[src/acc_pkg.sv]
package acc_pkg;
  localparam int ACC_CONV_NS = 400;
  localparam int ACC_CLK_NS = 5;
  localparam int ACC_CONV_CYC = (ACC_CONV_NS + ACC_CLK_NS - 1) / ACC_CLK_NS;
  localparam int ACC_CAL_NS = 1000;
  localparam int ACC_CAL_CYC = (ACC_CAL_NS + ACC_CLK_NS - 1) / ACC_CLK_NS;
  localparam int ACC_RES_BITS = 16;
  localparam logic [15:0] ACC_RESULT_RST = 16'h0000;
  typedef enum logic [1:0] {
    ACC_IDLE = 2'b00,
    ACC_CONV = 2'b01,
    ACC_CAL = 2'b10
  } acc_state_e;
endpackage

[src/acc_sync.sv]
`timescale 1ns/100ps
module acc_sync (
  // clock and reset
  input wire logic mclk_i,
  input wire logic rst_i,
  // pin in, filtered level out
  input wire logic pin_i,
  output logic level_o
);
  logic s1_q;
  logic s2_q;
  logic s3_q;
  always_ff @(posedge mclk_i) begin
    s1_q <= pin_i;
    s2_q <= s1_q;
    s3_q <= s2_q;
  end
  // change counts once second and third stages agree
  always_ff @(posedge mclk_i) begin
    if (rst_i) begin
      level_o <= 1'b1;
    end else if (s2_q == s3_q) begin
      level_o <= s3_q;
    end
  end
endmodule

[src/acc_conversion_control.sv]
`timescale 1ns/100ps
module acc_conversion_control
  import acc_pkg::*;
#(
  parameter int CONV_CYC = ACC_CONV_CYC,
  parameter int CAL_CYC = ACC_CAL_CYC
) (
  // clock and reset
  input wire logic mclk_i,
  input wire logic rst_i,
  // host control pins
  input wire logic conversion_start_n_i,
  input wire logic chip_select_n_i,
  input wire logic read_n_i,
  input wire logic power_down_request_i,
  input wire logic ref_powerdown_i,
  input wire logic refbuf_powerdown_i,
  input wire logic clock_source_select_i,
  input wire logic port_style_select_i,
  input wire logic shift_clk_i,
  // converter result from the analog core
  input wire logic [ACC_RES_BITS-1:0] core_result_i,
  // outputs
  output logic busy_o,
  output logic out_bus_en_o,
  output logic serial_result_out_o,
  output logic incomplete_read_flag_o,
  output logic sample_hold_o,
  output logic int_ref_en_o,
  output logic ref_buf_en_o,
  output logic [ACC_RES_BITS-1:0] result_o
);
  logic cnv_s;
  logic cs_s;
  logic rd_s;
  logic pd_s;
  logic sclk_s;
  logic rpd_s;
  logic bpd_s;
  logic clk_sel_s;
  logic port_sel_s;
  logic cnv_prev_q;
  logic sclk_prev_q;
  logic rst_prev_q;
  acc_state_e state_q;
  logic [15:0] cnt_q;
  logic [ACC_RES_BITS-1:0] shreg_q;
  logic [4:0] bits_left_q;
  logic start_edge;
  logic done;
  logic slave_ser;
  logic sclk_rise;

  // every host pin is filtered before use
  acc_sync u_cnv (.mclk_i(mclk_i), .rst_i(rst_i),
    .pin_i(conversion_start_n_i), .level_o(cnv_s));
  acc_sync u_cs (.mclk_i(mclk_i), .rst_i(rst_i),
    .pin_i(chip_select_n_i), .level_o(cs_s));
  acc_sync u_rd (.mclk_i(mclk_i), .rst_i(rst_i),
    .pin_i(read_n_i), .level_o(rd_s));
  acc_sync u_pd (.mclk_i(mclk_i), .rst_i(rst_i),
    .pin_i(power_down_request_i), .level_o(pd_s));
  acc_sync u_sclk (.mclk_i(mclk_i), .rst_i(rst_i),
    .pin_i(shift_clk_i), .level_o(sclk_s));
  acc_sync u_rpd (.mclk_i(mclk_i), .rst_i(rst_i),
    .pin_i(ref_powerdown_i), .level_o(rpd_s));
  acc_sync u_bpd (.mclk_i(mclk_i), .rst_i(rst_i),
    .pin_i(refbuf_powerdown_i), .level_o(bpd_s));
  acc_sync u_csel (.mclk_i(mclk_i), .rst_i(rst_i),
    .pin_i(clock_source_select_i), .level_o(clk_sel_s));
  acc_sync u_psel (.mclk_i(mclk_i), .rst_i(rst_i),
    .pin_i(port_style_select_i), .level_o(port_sel_s));

  assign slave_ser = port_sel_s && clk_sel_s;
  assign start_edge = cnv_prev_q && !cnv_s && !pd_s;
  assign done = (state_q == ACC_CONV) && (cnt_q == 16'(CONV_CYC - 1));
  assign sclk_rise = !sclk_prev_q && sclk_s && !cs_s;

  always_ff @(posedge mclk_i) begin
    if (rst_i) begin
      cnv_prev_q <= 1'b1;
      // matches the filter's reset level, so no false edge follows reset
      sclk_prev_q <= 1'b1;
      rst_prev_q <= 1'b1;
    end else begin
      cnv_prev_q <= cnv_s;
      sclk_prev_q <= sclk_s;
      rst_prev_q <= 1'b0;
    end
  end

  // conversion and calibration sequencer
  always_ff @(posedge mclk_i) begin
    if (rst_i) begin
      state_q <= ACC_IDLE;
      cnt_q <= 16'h0000;
    end else begin
      case (state_q)
        ACC_IDLE: begin
          cnt_q <= 16'h0000;
          if (rst_prev_q) begin
            state_q <= ACC_CAL;
          end else if (start_edge) begin
            state_q <= ACC_CONV;
          end
        end
        ACC_CONV: begin
          cnt_q <= cnt_q + 16'h0001;
          if (done) begin
            state_q <= ACC_IDLE;
          end
        end
        ACC_CAL: begin
          cnt_q <= cnt_q + 16'h0001;
          if (cnt_q == 16'(CAL_CYC - 1)) begin
            state_q <= ACC_IDLE;
          end
        end
        default: state_q <= ACC_IDLE;
      endcase
    end
  end

  always_ff @(posedge mclk_i) begin
    if (rst_i) begin
      busy_o <= 1'b0;
      sample_hold_o <= 1'b0;
    end else begin
      busy_o <= (state_q == ACC_IDLE) ? (rst_prev_q || start_edge) : !(done || (state_q == ACC_CAL
        && cnt_q == 16'(CAL_CYC - 1)));
      // hold only while a real conversion runs, never during calibration
      sample_hold_o <= (state_q == ACC_CONV) ? !done
        : (state_q == ACC_IDLE && !rst_prev_q && start_edge);
    end
  end

  // result latch and serial shifter
  always_ff @(posedge mclk_i) begin
    if (rst_i) begin
      result_o <= ACC_RESULT_RST;
      shreg_q <= ACC_RESULT_RST;
      bits_left_q <= 5'h00;
      serial_result_out_o <= 1'b0;
      incomplete_read_flag_o <= 1'b0;
    end else begin
      incomplete_read_flag_o <= 1'b0;
      if (done) begin
        result_o <= core_result_i;
        shreg_q <= core_result_i;
        bits_left_q <= 5'(ACC_RES_BITS);
        serial_result_out_o <= core_result_i[ACC_RES_BITS-1];
        if (slave_ser && bits_left_q != 5'h00 && bits_left_q != 5'(ACC_RES_BITS)) begin
          incomplete_read_flag_o <= 1'b1;
        end
      end else if (slave_ser && sclk_rise && bits_left_q != 5'h00) begin
        shreg_q <= {shreg_q[ACC_RES_BITS-2:0], 1'b0};
        serial_result_out_o <= shreg_q[ACC_RES_BITS-2];
        bits_left_q <= bits_left_q - 5'h01;
      end
    end
  end

  always_ff @(posedge mclk_i) begin
    if (rst_i) begin
      out_bus_en_o <= 1'b0;
      int_ref_en_o <= 1'b1;
      ref_buf_en_o <= 1'b1;
    end else begin
      out_bus_en_o <= !cs_s && !rd_s;
      int_ref_en_o <= !rpd_s;
      ref_buf_en_o <= !bpd_s;
    end
  end

  // sequencer and output checks
  a_bus_enable: assert property (@(posedge mclk_i) disable iff (rst_i)
    out_bus_en_o |-> $past(!cs_s && !rd_s)) else $error("bus enabled without cs and rd");

  a_start_busy: assert property (@(posedge mclk_i) disable iff (rst_i)
    (state_q == ACC_IDLE && !rst_prev_q && start_edge) |=> busy_o) else $error("busy missing");

  a_conv_len: assert property (@(posedge mclk_i) disable iff (rst_i)
    $rose(state_q == ACC_CONV) |-> (state_q == ACC_CONV)[*8]) else $error("conversion too short");

  a_pd_block: assert property (@(posedge mclk_i) disable iff (rst_i)
    (state_q == ACC_IDLE && pd_s && !rst_prev_q) |=> state_q != ACC_CONV) else $error("start in pd");

  a_cal_after: assert property (@(posedge mclk_i)
    $fell(rst_i) |=> ##1 busy_o) else $error("no calibration busy");

  a_reset_idle: assert property (@(posedge mclk_i)
    rst_i |=> (state_q == ACC_IDLE && !busy_o)) else $error("reset did not abort");

  a_rderr_pulse: assert property (@(posedge mclk_i) disable iff (rst_i)
    incomplete_read_flag_o |=> !incomplete_read_flag_o) else $error("read error not a pulse");

  a_ref_off: assert property (@(posedge mclk_i) disable iff (rst_i)
    (!rst_prev_q && $past(rpd_s && bpd_s)) |-> (!int_ref_en_o && !ref_buf_en_o)) else $error("reference not off");

  a_cal_len: assert property (@(posedge mclk_i) disable iff (rst_i)
    $rose(state_q == ACC_CAL) |-> (state_q == ACC_CAL)[*4]) else $error("calibration too short");

  a_cal_busy: assert property (@(posedge mclk_i) disable iff (rst_i)
    (state_q == ACC_CAL) |-> busy_o) else $error("busy low during calibration");

  a_conv_busy: assert property (@(posedge mclk_i) disable iff (rst_i)
    (state_q == ACC_CONV) |-> busy_o) else $error("busy low during conversion");

  a_idle_quiet: assert property (@(posedge mclk_i) disable iff (rst_i)
    (state_q == ACC_IDLE) |-> !busy_o) else $error("busy high while idle");

  a_hold_conv: assert property (@(posedge mclk_i) disable iff (rst_i)
    1'b1 |-> (sample_hold_o == (state_q == ACC_CONV))) else $error("hold out of step with conversion");

  a_gate_cs: assert property (@(posedge mclk_i) disable iff (rst_i)
    (cs_s && !done) |=> $stable(bits_left_q)) else $error("shift while deselected");

  a_rderr_done: assert property (@(posedge mclk_i) disable iff (rst_i)
    incomplete_read_flag_o |-> $past(done)) else $error("read error away from completion");

  a_result_hold: assert property (@(posedge mclk_i) disable iff (rst_i)
    !$past(done) |-> $stable(result_o)) else $error("result changed without completion");
endmodule

[config.mk]
export PLATFORM = sky130hd
export DESIGN_NAME = acc_conversion_control
export DESIGN_NICKNAME = d
export VERILOG_FILES = /design/src/acc_pkg.sv /design/src/acc_sync.sv /design/src/acc_conversion_control.sv
export SDC_FILE = /design/constraint.sdc
export NUM_CORES = 1
export LEC_CHECK = 0
export CAP_MARGIN = 20
export CORE_UTILIZATION = 41
export DETAILED_ROUTE_END_ITERATION = 6
export DONT_BUFFER_PORTS = 1
export GPL_TIMING_DRIVEN = 1
export PLACE_DENSITY_LB_ADDON = 0.25
export SYNTH_ARGS = -nofsm -noshare
export SYNTH_HDL_FRONTEND = slang
export SYNTH_SLANG_ARGS = --single-unit
[constraint.sdc]
create_clock -name mclk_i -period 2.2 [get_ports mclk_i]
set_input_delay 0.33 -clock mclk_i [delete_from_list [all_inputs] [get_ports mclk_i]]
set_output_delay 0.33 -clock mclk_i [all_outputs]
set_load 0.02 [all_outputs]
==> flow_metrics.tcl, run 1 <==
set metrics [dict create \
    worstMarginPinSlew_ns 0.580 \
    r2r_cells 5 \
    via_per_inst 5.15 \
    wl_um 6440 \
    yosysWarnings 0 \
    period_share 0.873 \
    rrSetupSlack_ns 0.28 \
    ys_types 49 \
    ir_drop_v 0.000360 \
    layout_common_cells "dfxtp_1 (100), nor2_1 (40), nand2_1 (37), a21oi_1 (35), mux2i_1 (16)" \
    drt_iter0_markers 65 \
    outcome "finished clean" \
    syn_area_per_cell_um2 10.0 \
    antenna_cells 0 \
    gp_congestion 0.786 \
    die_x_um 96.6 \
    syn_to_final_growth_pct 10.9 \
    async_reset_ff_frac 0 \
    syn_inst 366 \
    synth_edf_count 0 \
    portBuffers 0 \
    syn-num-nets 399 \
    power_frac_comb 0.027 \
    drc 0 \
    root_buffer "clkbuf_8" \
    core_um2 8680 \
    internal_power_uw 2420 \
    ant_nets 0 \
    finalNetCount 411 \
    grt_pass1_wl_um 10800 \
    setup_viol 0 \
    r2r-start "cnt_q[0]$_SDFFE_PP0P_" \
    insertion_delay_ns 0.35 \
    rsz0062_at_grt "false" \
    post_cts_buffers 0 \
    power.share.clock 0.359 \
    start_util 0.423 \
    firstDrtPassIters 4 \
    p_sw_frac 0.215 \
    io_pins 50 \
    maxCapViolations 0 \
    slew_violations 0 \
    dpl_worst_slack_ns 0.106 \
    finalSetupTns_ns 0 \
    critPathCaptureType "register" \
    hold_path_class "input port to register" \
    p_seq_frac 0.614 \
    cp_max_fo 4 \
    p_per_area_nw_per_um2 757 \
    slew_headroom 0.611 \
    layout_commonest_cell "dfxtp_1" \
    clock_path_buffers 2 \
    crit_type "register to register" \
    grt_pass1_vias 2325 \
    power.leakage_uw 0.00154 \
    clkTransAtPathRegs_ns 0.09 \
    r2r-end "state_q[1]$_SDFFE_PP0P_" \
    multi_input_area_um2 1540 \
    cts-buffers-inserted 9 \
    htreeDepth 3 \
    critical_path.endpoint "state_q[1]$_SDFFE_PP0P_" \
    skew_ns 0.00589 \
    final.setup.worst_slack_ns 0.279 \
    seq_area_frac_synth 0.546 \
    wl_per_cell_um 13.2 \
    grt_max_degree 54 \
    fillers 821 \
    clock-sinks 100 \
    drive_gt1_frac 0.105 \
    vias 2517 \
    dp_hpwl_um 4250 \
    antenna_found_initial 0 \
    die_h_um 96.6 \
    ys_ff_latch 100 \
    timing.final.hold_violations 0 \
    syn_area_um2 3670 \
    critPathRequiredTime_ns 2.45 \
    num_rows 34 \
    arrival_ns 2.17 \
    fmax_ghz 0.521 \
    crit_start "cnt_q[0]$_SDFFE_PP0P_" \
    fin_crit_ns 1.92 \
    gr-usage-all-layers 0.143 \
    cp-start-kind "register" \
    grt_overflow 0 \
    synth_flop_cell "dfxtp_1" \
    p_sw_uw 661 \
    tritoncts "done" \
    design.die.area_um2 9330 \
    regArea_um2 2000 \
]
[critical path, cell delays in order, from the launching register on]
cell	delay (ns)
dfxtp_1	0.39
ha_1	0.20
nor4b_2	0.32
nand4_1	0.24
a221o_1	0.41
a32o_1	0.26
[worst min-delay path by stage]
stage | start | to | cells after the start
final | rst_i | out_bus_en_o$_SDFF_PP0_ | 1
after global routing | rst_i | result_o[3]$_SDFFE_PP0P_ | 1
after CTS | rst_i | bits_left_q[4]$_SDFFE_PP0P_ | 1
after detailed placement | u_psel.s1_q$_DFF_P_ | u_psel.s2_q$_DFF_P_ | 0
after global placement | u_bpd.s1_q$_DFF_P_ | u_bpd.s2_q$_DFF_P_ | 0
after floorplan | u_bpd.s1_q$_DFF_P_ | u_bpd.s2_q$_DFF_P_ | 0
[cell usage after synthesis (3+ instances only)]
master / instances / area (um^2)
ha_1: 6 / 75.1
a211oi_1: 9 / 67.6
or3_1: 7 / 43.8
xor2_1: 3 / 26.3
o21bai_1: 9 / 67.6
mux2i_1: 16 / 160
nor2_1: 40 / 150
nor3_1: 4 / 20.0
a211oi_2: 8 / 100
a21oi_1: 35 / 175
clkbuf_1: 10 / 37.5
nand2b_1: 4 / 25.0
inv_1: 12 / 45.0
dfxtp_1: 100 / 2000
o21ai_0: 6 / 30.0
nand2_1: 37 / 139
buf_2: 3 / 15.0
nand4_1: 6 / 37.5
nand3_1: 4 / 20.0
xnor2_1: 8 / 70.1
[per-layer routing]
layer | routed length, um | share of wire | GRT usage
met3 | 184 | 0.029 | 0.0383
met4 | 85 | 0.013 | 0.0654
met5 | 0 | 0 | 0
met2 | 3160 | 0.49 | 0.231
met1 | 3010 | 0.47 | 0.179
[timing repair]
item | CTS | global route
hold endpoints to repair | 10 | 0
resized for setup | 0 | 2
endpoints found under the setup margin | 0 | 17
hold buffers | 10 | 0
[layout make-up]
| class | count | area share |
|---|---|---|
| clock buffer | 10 | 0.0313 |
| sequential | 100 | 0.492 |
| clock inverter | 4 | 0.0126 |
| multi-input combinational | 237 | 0.378 |
| timing repair buffer | 18 | 0.0424 |
| inverter | 12 | 0.0111 |
| tap | 108 | 0.0332 |
[stage by stage]
step | hold slack, ns | util | power, uW | cell area, um^2 | cells
after floorplan | 0.310 | - | 2000 | 3670 | 366
after detailed placement | 0.312 | 0.437 | 2000 | 3790 | 465
after CTS | 0.0149 | 0.469 | 3120 | 4070 | 489
final | 0.0590 | 0.469 | 3080 | 4070 | 489
after global routing | 0.0165 | 0.469 | 3200 | 4070 | 489
after global placement | 0.311 | 0.437 | 2000 | 3790 | 465
[power groups by stage]
stage               clock network, uW  logic, uW  registers, uW
CTS                              1150       84.3           1890
global placement                    0       68.0           1930
finish                           1110       84.1           1890
detailed placement                  0       69.5           1940
floorplan                           0       69.4           1930
global route                     1210       93.5           1900
[sequential cells by signal (all words and copies together), names as in the netlist, 2 cells and up]
signal	count
bits_left_q	5
shreg_q	15
result_o	16
cnt_q	16
state_q	2
[cell families after synthesis]
family / synth area share
compound gates: 0.144
xor+xnor: 0.0263
fa+ha+maj: 0.0205
buf+inv: 0.0361
flops: 0.546
mux: 0.0436
simple gates: 0.184
Note: power is estimated with default switching activity, not from simulation.
==> run 2: changes to the inputs <==
- ABC_AREA: not set -> 1
==> run 2 against run 1 <==
Compared with the run above:
- worst hold slack lost 0.016 ns
- synthesized cell count grew 21%
- sequential power grew 3%
- routed wire length grew 3.5%
- power grew 7.6%
- clock power shrank 4%
- final area shrank 1.7%
- area after synthesis shrank 1.3%
- core utilization grew 0.82 points
- clock skew grew 0.0051 ns
- critical endpoint is now shreg_q[14]$_SDFFE_PP0P_
==> flow_metrics.tcl, run 2 <==
set metrics [dict create \
    multi_input_area_um2 1360 \
    skew_ns 0.0110 \
    clock-sinks 100 \
    seq_area_frac_synth 0.552 \
    yosysMostFrequentCell "dfxtp_1" \
    drive_gt1_frac 0.0824 \
    async_reset_ff_frac 0 \
    regArea_um2 2000 \
    r2r_cells 11 \
    setup_viol 0 \
    critical_path.endpoint "shreg_q[14]$_SDFFE_PP0P_" \
    drt_iter0_markers 104 \
    cp-start-kind "register" \
    ir_drop_v 0.000477 \
    critPathCaptureType "register" \
    grt_max_degree 31 \
    slew_violations 0 \
    crit_start "bits_left_q[0]$_SDFFE_PP0P_" \
    cts_resized 0 \
    syn_to_final_growth_pct 10.4 \
    vias 2744 \
    slew_headroom 0.717 \
    wl_per_cell_um 11.8 \
    drc 0 \
    die_x_um 96.0 \
    io_pins 50 \
    layout_common_cells "dfxtp_1 (100), nand2_1 (91), inv_1 (48), o21ai_0 (47), nor2_1 (44)" \
    finalSetupTns_ns 0 \
    maxCapViolations 0 \
    clock_path_buffers 2 \
    syn_area_per_cell_um2 8.20 \
    portBuffers 0 \
    report.power.total_uw 3320 \
    fillers 834 \
    rrSetupSlack_ns 0.35 \
    p_per_area_nw_per_um2 829 \
    via_per_inst 4.85 \
    synth_area_leader_cell "dfxtp_1" \
    synth_common_cells "dfxtp_1 (100), nand2_1 (91), inv_1 (48), o21ai_0 (47), nor2_1 (44)" \
    r2r-start "bits_left_q[0]$_SDFFE_PP0P_" \
    timing.final.hold_violations 0 \
    synth_top_family_by_area "simple AND/OR/NAND/NOR gates" \
    ys_types 33 \
    r2r-end "shreg_q[14]$_SDFFE_PP0P_" \
    gr-usage-all-layers 0.157 \
    insertion_delay_ns 0.36 \
    firstDrtPassIters 4 \
    finish.utilization 0.477 \
    design.die.area_um2 9220 \
    ys_ff_latch 100 \
    dp_hpwl_um 4520 \
    gp_congestion 0.844 \
    hold_ws_ns 0.0434 \
    period_share 0.843 \
    die_h_um 96.0 \
    arrival_ns 2.15 \
    start_util 0.432 \
    synth_edf_count 0 \
    fin_crit_ns 1.85 \
    tritoncts "done" \
    synthSimpleGateAreaFrac 0.220 \
    syn_inst 442 \
    worstMarginPinSlew_ns 0.421 \
    htreeDepth 3 \
    cts-buffers-inserted 9 \
    clkTransAtPathRegs_ns 0.09 \
    num_rows 33 \
    grt_overflow 0 \
    synth_flop_cell "dfxtp_1" \
    synthXorXnorAreaFrac 0.00483 \
    finalNetCount 489 \
    synth_fa_ha_area_frac 0.0290 \
    yosysTopAreaCellShare 0.552 \
    outcome "finished clean" \
    cp_max_fo 14 \
    hold_path_class "input port to register" \
    syn-num-nets 475 \
    antenna_cells 0 \
    syn_area_um2 3620 \
    layout_commonest_cell "dfxtp_1" \
    power.leakage_uw 0.00177 \
    grt_pass1_vias 2483 \
    wl_um 6660 \
    grt_pass1_wl_um 11100 \
    root_buffer "clkbuf_8" \
    fmax_ghz 0.539 \
    largestRegisters "cnt_q x16, result_o x16, shreg_q x15" \
    synthMuxAreaShare 0 \
    crit_type "register to register" \
    synth-compound-area-share 0.121 \
    critPathRequiredTime_ns 2.49 \
    antenna_found_initial 0 \
    ant_nets 0 \
    yosysWarnings 0 \
    synth.area.top_cells "dfxtp_1 (55%), nand2_1 (9.4%), o21ai_0 (6.5%)" \
    core_um2 8380 \
    rsz0062_at_grt "false" \
]
-- run 2: kinds of logic (layout without fill, tap and decap cells) --
kind of cell,count (synthesis),count (layout)
compound gates,85,85
flops,100,100
xor+xnor,2,2
simple gates,183,183
fa+ha+maj,9,9
buf+inv,63,82
-- run 2: final cells by class --
| type | count | share of cell area |
|---|---|---|
| clock buffers | 9 | 0.0310 |
| flip-flops and latches | 100 | 0.500 |
| multi-input cells | 279 | 0.339 |
| clock inverters | 7 | 0.0141 |
| repair buffers | 15 | 0.0344 |
| inverters | 51 | 0.0482 |
| well taps | 105 | 0.0328 |
-- run 2: worst min-delay path by stage --
stage / from / slack [ns] / end / cells after the start
floorplan: u_bpd.s1_q$_DFF_P_ / 0.31 / u_bpd.s2_q$_DFF_P_ / 0
global placement: u_csel.s1_q$_DFF_P_ / 0.31 / u_csel.s2_q$_DFF_P_ / 0
detailed placement: u_rd.s1_q$_DFF_P_ / 0.31 / u_rd.s2_q$_DFF_P_ / 0
CTS: rst_i / 0.02 / result_o[9]$_SDFFE_PP0P_ / 1
global route: rst_i / 0.001 / result_o[11]$_SDFFE_PP0P_ / 1
finish: rst_i / 0.04 / result_o[12]$_SDFFE_PP0P_ / 1
-- run 2: what timing repair did --
item,in CTS,in global routing
buffers inserted,0,0
endpoints found under the setup margin,0,0
hold buffers,10,0
endpoints found under the hold margin,10,0
-- run 2: worst max-delay path: stages (launching register included) --
cell     delay, ns
dfxtp_1       0.32
inv_1         0.09
ha_1          0.18
inv_1         0.06
nor3_1        0.24
nand2_1       0.09
nand2_1       0.25
buf_4         0.26
o21ai_0       0.11
nand2_1       0.07
inv_1         0.04
nor2_1        0.09
-- run 2: through the flow --
stage               setup slack, ns  std cells  cell area (um^2)
floorplan                     0.644        442              3620
global placement              0.420        540              3720
detailed placement            0.383        540              3720
CTS                           0.342        566              4000
global route                  0.124        566              4000
finish                        0.346        566              4000
-- run 2: routing by layer --
metal	track usage	share of wire	vias up
met5	0	0	-
met4	0.0522	0.015	0
met3	0.0664	0.065	9
met2	0.239	0.45	57
met1	0.200	0.47	1232
li1	-	-	1446
-- run 2: power by group --
| group | internal (uW) | switching [uW] | leakage (uW) |
|---|---|---|---|
| Clock | 427 | 642 | 0.0000959 |
| Sequential | 1880 | 51.4 | 0.000820 |
| Combinational | 120 | 191 | 0.000854 |
